File: config.mk
export PLATFORM = sky130hd
export DESIGN_NAME = lig_core
export DESIGN_NICKNAME = d
export VERILOG_FILES = /design/src/lig_pkg.sv /design/src/lig_pwm.sv /design/src/lig_core.sv
export SDC_FILE = /design/constraint.sdc
export NUM_CORES = 2
export LEC_CHECK = 0
export BUFFER_PORTS_ARGS = -buffer_cell sky130_fd_sc_hd__buf_2
export CAP_MARGIN = 20
export CORE_MARGIN = 2
export CORE_UTILIZATION = 35
export CTS_CLUSTER_SIZE = 24
export DETAILED_ROUTE_END_ITERATION = 8
export HOLD_SLACK_MARGIN = 0.15
export PLACE_DENSITY = 0.57
export SETUP_SLACK_MARGIN = 0.1
export SKIP_CTS_REPAIR_TIMING = 1
export SYNTH_ARGS = -nofsm -noshare
export SYNTH_HDL_FRONTEND = slang
export SYNTH_SLANG_ARGS = --single-unit
File: constraint.sdc
create_clock -name clk_i -period 41.5 [get_ports clk_i]
set_input_delay 2.075 -clock clk_i [delete_from_list [all_inputs] [get_ports clk_i]]
set_output_delay 2.075 -clock clk_i [all_outputs]
set_load 0.03 [all_outputs]
File: src/lig_pkg.sv
// Shared constants for the LED intensity and stored-register readback block.
package lig_pkg;

   // ----------------------------------------------------------------
   // Register map (byte addresses on the Avalon-MM slave)
   // ----------------------------------------------------------------
   localparam logic [4:0] REG_IRQ_STATUS = 5'h00;
   localparam logic [4:0] REG_IRQ_CLEAR  = 5'h04;
   localparam logic [4:0] REG_IRQ_ENABLE = 5'h08;
   localparam logic [4:0] REG_STATE      = 5'h0c;
   localparam logic [4:0] REG_LEVELS     = 5'h10;
   localparam logic [4:0] REG_APP_CTRL   = 5'h14;

   // Interrupt bit positions.
   localparam int IRQ_RB_DONE  = 0;
   localparam int IRQ_NVM_WR   = 1;
   localparam int IRQ_CTRL     = 2;
   localparam int IRQ_LINK_ERR = 3;
   localparam int IRQ_W        = 4;

   // Application control bit positions.
   localparam int APP_TEMP_WARN = 0;
   localparam int APP_OVERTEMP  = 1;
   localparam int APP_PROG_ERR  = 2;
   localparam int APP_LOC_DEF   = 3;
   localparam int APP_W         = 4;

   // ----------------------------------------------------------------
   // Stored registers and response fields
   // ----------------------------------------------------------------
   localparam int         NVM_WORDS     = 17;
   localparam logic [5:0] NVM_ADDR_MAX  = 6'h10;
   localparam logic [5:0] NVM_ADDR_RST  = 6'h00;
   localparam int         COLOR_SETS    = 16;

   // Link status codes carried in bits 7:5 of the first response byte.
   localparam logic [2:0] LS_OK         = 3'h0;
   localparam logic [2:0] LS_RESET      = 3'h1;

   // Application info bits 3:2 codes.
   localparam logic [1:0] AI_OVERTEMP   = 2'h2;
   localparam logic [1:0] AI_PROG_ERR   = 2'h3;

   // ----------------------------------------------------------------
   // Intensity generation
   // ----------------------------------------------------------------
   // Global factors are in 1/128 steps: 2/128 is 1.56 %, 128/128 is 100 %.
   localparam logic [7:0] GSCALE [16] = '{
      8'h00, 8'h02, 8'h03, 8'h04, 8'h06, 8'h08, 8'h0c, 8'h10,
      8'h18, 8'h20, 8'h30, 8'h40, 8'h60, 8'h80, 8'h80, 8'h80};
   // One pulse period spans full level 0xff times full factor 0x80.
   localparam logic [14:0] PWM_PERIOD   = 15'h7f80;
   localparam logic [3:0]  GINT_RST     = 4'h0;
   localparam logic [3:0]  COLOR_RST    = 4'h0;

endpackage

File: src/lig_pwm.sv
// One output channel: scales a level by the global factor and drives a pulse stream.
`timescale 1ns/1ps
`default_nettype none
module lig_pwm (
   // Clock and reset
   input  wire logic        clk_i,
   input  wire logic        sys_rst_i,
   // Shared period counter and settings
   input  wire logic [14:0] phase_i,
   input  wire logic [7:0]  level_i,
   input  wire logic [7:0]  gscale_i,
   // Pulse output
   output var  logic        pulse_o
);

   logic [15:0] total;
   logic        pulse_next;
   logic        pulse_reg;

   // Product of relative level and global factor, in units of one phase step.
   assign total      = level_i * gscale_i;
   // Duty is total over the period.
   assign pulse_next = ({1'b0, phase_i} < total);
   assign pulse_o    = pulse_reg;

   // Registered so the output pin never glitches on compare ripple.
   always_ff @(posedge clk_i or posedge sys_rst_i) begin
      if (sys_rst_i) begin
         pulse_reg <= 1'b0;
      end else begin
         pulse_reg <= pulse_next;
      end
   end

endmodule
`default_nettype wire

File: src/lig_core.sv
// Readback responder, color set storage and three-channel intensity generator.
//
// Notes on behaviour
// - Response carries an enhanced checksum.
// - One stored word per response, picked by a counter.
// - Reset clears the counter.
// - A stored write loads the counter with its address.
// - Byte one: status and info; byte two: address.
// - Bytes three to five carry bits 0-7, 8-15 and 16-23.
// - Output is level times global intensity.
// - Pulse duty equals total intensity.
// - Control frame sets the global code; reset zero.
// - Global code maps to a fixed factor table.
// - Sixteen color sets of three bytes are stored.
// - Color field picks the set; default zero.
// - Selection copies the set into the level registers.
// - Direct frame overwrites the levels.
// - Relative level is the register value over 0xff.
// - Link status codes: 0 ok, 1 reset, 4 data, 5 checksum, 6 framing, 7 parity.
// - Info bit 0 warning, bit 1 low, bits 3:2 fault code, bit 4 default id.
//
// Decided for this implementation: the placing of the registers and register access over Avalon-MM.
`timescale 1ns/1ps
`default_nettype none
module lig_core (
   // Clock and reset
   input  wire logic        clk_i,
   input  wire logic        sys_rst_i,
   // Avalon-MM slave
   input  wire logic [4:0]  avs_address_i,
   input  wire logic        avs_read_i,
   input  wire logic        avs_write_i,
   input  wire logic [3:0]  avs_byteenable_i,
   input  wire logic [31:0] avs_writedata_i,
   output var  logic [31:0] avs_readdata_o,
   output var  logic        avs_waitrequest_o,
   // Master control frame
   input  wire logic        master_control_frame_i,
   input  wire logic [3:0]  ctrl_color_i,
   input  wire logic [3:0]  ctrl_gint_i,
   // Direct level frame
   input  wire logic        direct_level_frame_i,
   input  wire logic [7:0]  direct_ch1_i,
   input  wire logic [7:0]  direct_ch2_i,
   input  wire logic [7:0]  direct_ch3_i,
   // Stored-register write frame
   input  wire logic        nvm_write_frame_i,
   input  wire logic [5:0]  nvm_wr_addr_i,
   input  wire logic [23:0] nvm_wr_data_i,
   // Readback response to the protocol layer
   input  wire logic [7:0]  rb_pid_i,
   input  wire logic        rb_done_i,
   input  wire logic        rb_abort_i,
   input  wire logic        link_err_i,
   input  wire logic [2:0]  link_err_code_i,
   output var  logic [7:0]  rb_byte1_o,
   output var  logic [7:0]  rb_byte2_o,
   output var  logic [7:0]  stored_byte_low_o,
   output var  logic [7:0]  stored_byte_mid_o,
   output var  logic [7:0]  stored_byte_high_o,
   output var  logic [7:0]  rb_checksum_o,
   // LED outputs and interrupt
   output var  logic        led_output_a_o,
   output var  logic        led_output_b_o,
   output var  logic        led_output_c_o,
   output var  logic        irq_o
);

   // ----------------------------------------------------------------
   // Declarations
   // ----------------------------------------------------------------
   typedef enum logic [1:0] {
      BUS_IDLE = 2'b00,
      BUS_ACK  = 2'b01
   } lig_bus_e;

   lig_bus_e     bus_reg;
   lig_bus_e     bus_next;
   logic [31:0]  rdata_reg;
   logic [31:0]  rdata_next;
   logic [lig_pkg::IRQ_W-1:0] irq_status_reg;
   logic [lig_pkg::IRQ_W-1:0] irq_enable_reg;
   logic [lig_pkg::APP_W-1:0] app_ctrl_reg;
   logic [23:0]  nvm_reg [lig_pkg::NVM_WORDS];
   logic [5:0]   rb_addr_reg;
   logic [5:0]   rb_addr_next;
   logic [2:0]   link_status_reg;
   logic [2:0]   link_status_next;
   logic [3:0]   gint_reg;
   logic [3:0]   color_reg;
   logic [7:0]   channel1_level_reg;
   logic [7:0]   channel2_level_reg;
   logic [7:0]   channel3_level_reg;
   logic [14:0]  phase_reg;
   logic [7:0]   byte1_reg;
   logic [7:0]   byte2_reg;
   logic [7:0]   lo_reg;
   logic [7:0]   mid_reg;
   logic [7:0]   hi_reg;
   logic [7:0]   chk_reg;

   localparam int IRQ_W_T = lig_pkg::IRQ_W;

   // ----------------------------------------------------------------
   // Avalon-MM slave: one wait state, then the answer
   // ----------------------------------------------------------------
   wire        bus_req   = avs_read_i | avs_write_i;
   wire        bus_take  = bus_req & (bus_reg == BUS_ACK);
   wire        wr_take   = avs_write_i & (bus_reg == BUS_ACK);
   wire        wr_clear  = wr_take & (avs_address_i == lig_pkg::REG_IRQ_CLEAR);
   wire        wr_enable = wr_take & (avs_address_i == lig_pkg::REG_IRQ_ENABLE);
   wire        wr_app    = wr_take & (avs_address_i == lig_pkg::REG_APP_CTRL);
   wire [31:0] be_mask   = {{8{avs_byteenable_i[3]}}, {8{avs_byteenable_i[2]}},
                            {8{avs_byteenable_i[1]}}, {8{avs_byteenable_i[0]}}};
   wire [31:0] wr_bits   = avs_writedata_i & be_mask;

   assign avs_waitrequest_o = bus_req & (bus_reg != BUS_ACK);
   assign avs_readdata_o    = rdata_reg;

   // Unmapped and write-only addresses read as zero.
   always_comb begin
      case (avs_address_i)
         lig_pkg::REG_IRQ_STATUS: rdata_next = {28'h0000000, irq_status_reg};
         lig_pkg::REG_IRQ_ENABLE: rdata_next = {28'h0000000, irq_enable_reg};
         lig_pkg::REG_STATE:      rdata_next = {13'h0000, link_status_reg, 2'h0,
                                                rb_addr_reg, color_reg, gint_reg};
         lig_pkg::REG_LEVELS:     rdata_next = {8'h00, channel3_level_reg,
                                                channel2_level_reg, channel1_level_reg};
         lig_pkg::REG_APP_CTRL:   rdata_next = {28'h0000000, app_ctrl_reg};
         default:                 rdata_next = 32'h00000000;
      endcase
   end

   // Ack lasts one cycle, separating back-to-back requests.
   always_comb begin
      case (bus_reg)
         BUS_IDLE: bus_next = bus_req ? BUS_ACK : BUS_IDLE;
         BUS_ACK:  bus_next = BUS_IDLE;
         default:  bus_next = BUS_IDLE;
      endcase
   end

   always_ff @(posedge clk_i or posedge sys_rst_i) begin
      if (sys_rst_i) begin
         bus_reg   <= BUS_IDLE;
         rdata_reg <= 32'h00000000;
      end else begin
         bus_reg   <= bus_next;
         rdata_reg <= rdata_next;
      end
   end

   // ----------------------------------------------------------------
   // Interrupts and software control
   // ----------------------------------------------------------------
   wire rb_clean = rb_done_i & ~rb_abort_i & ~link_err_i;
   wire [IRQ_W_T-1:0] irq_events = {link_err_i, master_control_frame_i,
                                    nvm_write_frame_i, rb_clean};

   // A new event wins over a clear in the same cycle.
   always_ff @(posedge clk_i or posedge sys_rst_i) begin
      if (sys_rst_i) begin
         irq_status_reg <= '0;
         irq_enable_reg <= '0;
         app_ctrl_reg   <= '0;
      end else begin
         irq_status_reg <= (irq_status_reg & ~(wr_clear ? wr_bits[IRQ_W_T-1:0] : '0))
                           | irq_events;
         if (wr_enable) begin
            irq_enable_reg <= wr_bits[IRQ_W_T-1:0];
         end
         if (wr_app) begin
            app_ctrl_reg <= wr_bits[lig_pkg::APP_W-1:0];
         end
      end
   end

   assign irq_o = |(irq_status_reg & irq_enable_reg);

   // ----------------------------------------------------------------
   // Stored registers: sixteen color sets plus one extra word
   // ----------------------------------------------------------------
   wire nvm_wr_ok = nvm_write_frame_i & (nvm_wr_addr_i <= lig_pkg::NVM_ADDR_MAX);

   // Word n below 16 holds set n: channel one low, channel three high.
   genvar gi;
   generate
      for (gi = 0; gi < lig_pkg::NVM_WORDS; gi = gi + 1) begin : g_nvm
         always_ff @(posedge clk_i or posedge sys_rst_i) begin
            if (sys_rst_i) begin
               nvm_reg[gi] <= 24'h000000;
            end else if (nvm_wr_ok && (nvm_wr_addr_i == 6'(gi))) begin
               nvm_reg[gi] <= nvm_wr_data_i;
            end
         end
      end
   endgenerate

   // ----------------------------------------------------------------
   // Readback address counter and link status
   // ----------------------------------------------------------------
   // A write reload has priority over an advance in the same cycle.
   always_comb begin
      rb_addr_next = rb_addr_reg;
      if (nvm_wr_ok) begin
         rb_addr_next = nvm_wr_addr_i;
      end else if (rb_clean) begin
         if (rb_addr_reg >= lig_pkg::NVM_ADDR_MAX) begin
            rb_addr_next = lig_pkg::NVM_ADDR_RST;
         end else begin
            rb_addr_next = rb_addr_reg + 6'h01;
         end
      end
   end

   // Errors stay until a later clean frame.
   always_comb begin
      link_status_next = link_status_reg;
      if (link_err_i) begin
         link_status_next = link_err_code_i;
      end else if (rb_clean | master_control_frame_i | direct_level_frame_i
                   | nvm_write_frame_i) begin
         link_status_next = lig_pkg::LS_OK;
      end
   end

   always_ff @(posedge clk_i or posedge sys_rst_i) begin
      if (sys_rst_i) begin
         rb_addr_reg     <= lig_pkg::NVM_ADDR_RST;
         link_status_reg <= lig_pkg::LS_RESET;
      end else begin
         rb_addr_reg     <= rb_addr_next;
         link_status_reg <= link_status_next;
      end
   end

   // ----------------------------------------------------------------
   // Readback response bytes and checksum
   // ----------------------------------------------------------------
   wire [1:0] app_code = app_ctrl_reg[lig_pkg::APP_PROG_ERR] ? lig_pkg::AI_PROG_ERR :
                         app_ctrl_reg[lig_pkg::APP_OVERTEMP] ? lig_pkg::AI_OVERTEMP : 2'h0;
   // Bit 1 of application info always reads low.
   wire [4:0]  application_info_field = {app_ctrl_reg[lig_pkg::APP_LOC_DEF], app_code,
                                         1'b0, app_ctrl_reg[lig_pkg::APP_TEMP_WARN]};
   wire [7:0]  b1_next = {link_status_reg, application_info_field};
   wire [7:0]  b2_next = {2'b00, 1'b0, rb_addr_reg[4:0]};
   wire [23:0] word    = nvm_reg[rb_addr_reg[4:0]];
   // Enhanced checksum: inverted carry-folded sum.
   wire [8:0]  s1 = {1'b0, rb_pid_i} + {1'b0, b1_next};
   wire [8:0]  f1 = {1'b0, s1[7:0]} + {8'h00, s1[8]};
   wire [8:0]  s2 = {1'b0, f1[7:0]} + {1'b0, b2_next};
   wire [8:0]  f2 = {1'b0, s2[7:0]} + {8'h00, s2[8]};
   wire [8:0]  s3 = {1'b0, f2[7:0]} + {1'b0, word[7:0]};
   wire [8:0]  f3 = {1'b0, s3[7:0]} + {8'h00, s3[8]};
   wire [8:0]  s4 = {1'b0, f3[7:0]} + {1'b0, word[15:8]};
   wire [8:0]  f4 = {1'b0, s4[7:0]} + {8'h00, s4[8]};
   wire [8:0]  s5 = {1'b0, f4[7:0]} + {1'b0, word[23:16]};
   wire [8:0]  f5 = {1'b0, s5[7:0]} + {8'h00, s5[8]};

   // Refreshed every cycle to track the counter.
   always_ff @(posedge clk_i or posedge sys_rst_i) begin
      if (sys_rst_i) begin
         byte1_reg <= 8'h00;
         byte2_reg <= 8'h00;
         lo_reg    <= 8'h00;
         mid_reg   <= 8'h00;
         hi_reg    <= 8'h00;
         chk_reg   <= 8'h00;
      end else begin
         byte1_reg <= b1_next;
         byte2_reg <= b2_next;
         lo_reg    <= word[7:0];
         mid_reg   <= word[15:8];
         hi_reg    <= word[23:16];
         chk_reg   <= ~f5[7:0];
      end
   end

   assign rb_byte1_o         = byte1_reg;
   assign rb_byte2_o         = byte2_reg;
   assign stored_byte_low_o  = lo_reg;
   assign stored_byte_mid_o  = mid_reg;
   assign stored_byte_high_o = hi_reg;
   assign rb_checksum_o      = chk_reg;

   // ----------------------------------------------------------------
   // Color selection, direct levels and global intensity
   // ----------------------------------------------------------------
   wire [23:0] set_word = nvm_reg[ctrl_color_i];

   // A direct frame wins over a set reload.
   always_ff @(posedge clk_i or posedge sys_rst_i) begin
      if (sys_rst_i) begin
         gint_reg           <= lig_pkg::GINT_RST;
         color_reg          <= lig_pkg::COLOR_RST;
         channel1_level_reg <= 8'h00;
         channel2_level_reg <= 8'h00;
         channel3_level_reg <= 8'h00;
      end else begin
         if (master_control_frame_i) begin
            gint_reg  <= ctrl_gint_i;
            color_reg <= ctrl_color_i;
         end
         if (direct_level_frame_i) begin
            channel1_level_reg <= direct_ch1_i;
            channel2_level_reg <= direct_ch2_i;
            channel3_level_reg <= direct_ch3_i;
         end else if (master_control_frame_i) begin
            channel1_level_reg <= set_word[7:0];
            channel2_level_reg <= set_word[15:8];
            channel3_level_reg <= set_word[23:16];
         end
      end
   end

   // ----------------------------------------------------------------
   // Intensity generation
   // ----------------------------------------------------------------
   wire [7:0] gscale = lig_pkg::GSCALE[gint_reg];
   wire [7:0] lvl [3];
   wire [2:0] pulses;

   assign lvl[0] = channel1_level_reg;
   assign lvl[1] = channel2_level_reg;
   assign lvl[2] = channel3_level_reg;

   // Shared phase keeps the channels aligned.
   always_ff @(posedge clk_i or posedge sys_rst_i) begin
      if (sys_rst_i) begin
         phase_reg <= 15'h0000;
      end else if (phase_reg == lig_pkg::PWM_PERIOD - 15'h0001) begin
         phase_reg <= 15'h0000;
      end else begin
         phase_reg <= phase_reg + 15'h0001;
      end
   end

   generate
      for (gi = 0; gi < 3; gi = gi + 1) begin : g_chan
         lig_pwm u_pwm (
            .clk_i     (clk_i),
            .sys_rst_i (sys_rst_i),
            .phase_i   (phase_reg),
            .level_i   (lvl[gi]),
            .gscale_i  (gscale),
            .pulse_o   (pulses[gi])
         );
      end
   endgenerate

   assign led_output_a_o = pulses[0];
   assign led_output_b_o = pulses[1];
   assign led_output_c_o = pulses[2];

endmodule
`default_nettype wire

==> metrics <==
status finished clean; Layout fillers 9548; Nets 3326; drt pass-1 iters 5; arrival time worst endpoint 12.39 ns; Max Cap Viol 0; Area contributors post-synth dfrtp_1 (39%), mux4_2 (15%), mux2_1 (8.8%); Worst Hold Class flip-flop to flip-flop; CP max-delay cell fa_1; first-pass GRT wire length 150000 um; total gr overflow 0; placer congestion estimate 0.815; CP Class input pin to flip-flop; Synth Area in Simple Gates 6.72%; max reg flops 408; Max Slew Vio Count 0; Pleak 18.9 nW; WL per Instance 23.1 um; Placed Instances 4179; I/O Buffers 165; vias in the first global route 23100; DR iter-0 viols 1561; Ports 209; largest net degree at the start of global routing 162; Die Span Y 323 um; adder-cell share of the synthesized area 13.5%; PwrDens 46.8 nW/um^2; Final min period 11.84 ns; Design Power 1.86 mW; Max IR drop VDD 0.0000369 V; Worst-Skew Late Latency 0.66 ns; Crit path largest cell delay 0.43 ns; via count 22900; setup TNS 0 ns; Die ar. 104000 sq um; Slew @ Worst Pin 1.12 ns; core area 100000 sq um; largest family of logic cells by synthesized area multiplexers; Final HPWL DP 65100 um; RSZ-0062 raised after global routing false; placement row count 116; area share of the largest cell type after synthesis 38.5%; Peak Freq 0.0845 GHz; clock skew 0.0276 ns; Req. time, crit path 42.05 ns; Yosys top cell by area dfrtp_1; Syn Inst Count 2799; Async SR Flop Fraction 100%; mux cell area share after synthesis 29.5%; CTS tree done; clk buf depth 3; antenna viol nets, final 0; number of synthesized flops with an enable pin 0; Area Growth Syn to Fin 12.1%; via/cell ratio 5.34; Inserted Clock Buffers 61; crit-path most repeated cell ha_1; synthesized flop and latch total 548; clk root buf clkbuf_16; critical path capture point type flip-flop; initial antenna violation count 16; share of cells above drive strength 1 24.7%; WL final 99100 um; Synth cell types 64; Die Wd 323 um; Syn Area/Cell 12.7 sq um; DRC Markers 0; Max Fanout on Critical Path 5; Compound-Gate Fraction of Synth Area 4.85%; Final Hold Viols 0; sequential area share after synthesis 38.6%; XOR/XNOR Fraction of Synth Area 2.47%; post-route insts no fill 4290; Syn Std Cell Area 35500 sq um; Slew headroom 25.2%; Top FF cell, synth dfrtp_1; CTS clk-pin slew, worst paths 0.06 ns; CTS H-tree lvls 2; final setup fails 0; Starting Density 35.4%; crit start category input pin; final cycle utilization of the critical path 28.5%; Sink Count 548; all-layer global routing usage 19.3%; yosys warns 0
## stage by stage
step                      utilization (%)  setup slack [ns]  hold WS, ns  cell area, sq um
final                                39.7             29.66        0.432             39800
after global routing                 39.7             28.76        0.430             39800
after CTS                            39.7             29.75        0.430             39800
after detailed placement             37.6             29.08        0.420             37800
after global placement               37.6             29.15        0.423             37700
after floorplan                         -             24.11        0.391             35600
## cells in the mapped netlist, drive strengths merged (2+ instances only)
library cell and count:
a211o 4, a211oi 6, a21boi 4, a21o 27
a21oi 60, a221o 2, a22o 25, a22oi 2
a31oi 4, a32oi 2, a41oi 3, and2 113
and3 10, buf 58, clkbuf 137, clkinv 20
dfrtp 547, fa 112, ha 203, inv 178
mux2 422, mux2i 32, mux4 240, nand2 186
nand2b 22, nand3 27, nand4 14, nor2 46
nor2b 21, nor3 13, nor3b 3, nor4 4
nor4b 2, o211ai 4, o21a 8, o21ai 95
o21bai 16, o31ai 5, or2 6, or3 2
or4 5, xnor2 53, xor2 45
## per-layer routing
| metal | part of all wire [%] | vias up | GRT usage (%) |
|---|---|---|---|
| li1 | - | 10200 | - |
| met1 | 44 | 12000 | 26.4 |
| met2 | 48 | 547 | 31.3 |
| met3 | 4.9 | 162 | 3.10 |
| met4 | 3.3 | 10 | 6.30 |
| met5 | 0.072 | - | 0 |
## layout make-up
class | instances | area (sq um) | share of cell area [%]
clock inverter | 19 | 249 | 0.625
tap | 1357 | 1700 | 4.26
multi-input combinational | 1869 | 20400 | 51.2
clock buffer | 88 | 1780 | 4.46
timing repair buffer | 209 | 1230 | 3.10
antenna | 2 | 5.00 | 0.0126
inverter | 198 | 751 | 1.88
sequential | 548 | 13700 | 34.5
## power breakdown
part | internal, mW | switching (mW) | total, mW
sequential | 0.610 | 0.0605 | 0.670
combinational | 0.289 | 0.350 | 0.639
clock | 0.321 | 0.233 | 0.554
## placed cells by master, fill, tap and decap left out, types with 21 or more instances in the layout
cell / n
a21o_1: 27
a22o_1: 25
inv_1: 177
o21ai_0: 33
fa_1: 112
xnor2_1: 53
nand2b_1: 22
nand2_1: 180
o21ai_1: 62
buf_4: 40
nor2_1: 38
mux2_1: 278
ha_1: 203
clkbuf_16: 61
xor2_1: 44
buf_2: 163
nand3_1: 24
mux2_2: 144
a21oi_1: 60
mux2i_1: 32
and2_1: 113
nor2b_1: 21
dfrtp_1: 543
mux4_2: 240
## worst max-delay path, delay by kind of cell
| kind | cells | cell delay, ns |
|---|---|---|
| xor+xnor | 4 | 0.68 |
| fa+ha+maj | 15 | 4.15 |
| compound gates | 19 | 3.38 |
| buf+inv | 1 | 0.11 |
| simple gates | 17 | 1.97 |
## final timing paths
path | depth (start not counted) | from | slack [ns] | endpoint
setup / recovery | 56 | rb_pid_i[0] | 29.66 | rb_checksum_o[7]$_DFF_PP0_
hold / removal | 0 | link_status_reg[0]$_DFFE_PP1P_ | 0.43 | rb_byte1_o[5]$_DFF_PP0_
setup reg to reg | 55 | app_ctrl_reg[2]$_DFFE_PP0P_ | 30.66 | rb_checksum_o[7]$_DFF_PP0_
hold reg to reg | 0 | link_status_reg[0]$_DFFE_PP1P_ | 0.43 | rb_byte1_o[5]$_DFF_PP0_
max in group asynchronous | 4 | sys_rst_i | 37.59 | rb_addr_reg[1]$_DFFE_PP0P_
min in group asynchronous | 2 | sys_rst_i | 1.54 | avs_readdata_o[22]$_DFF_PP0_
## cells by family after synthesis
group	Yosys count
and+or+nand+nor	477
DFF	548
other	1
adders and majority gates	315
xor gates and xnor gates	98
AOI/OAI and AO/OA	273
buffers and inverters	393
muxes	694
No activity file was read; power rests on OpenSTA's default activity.
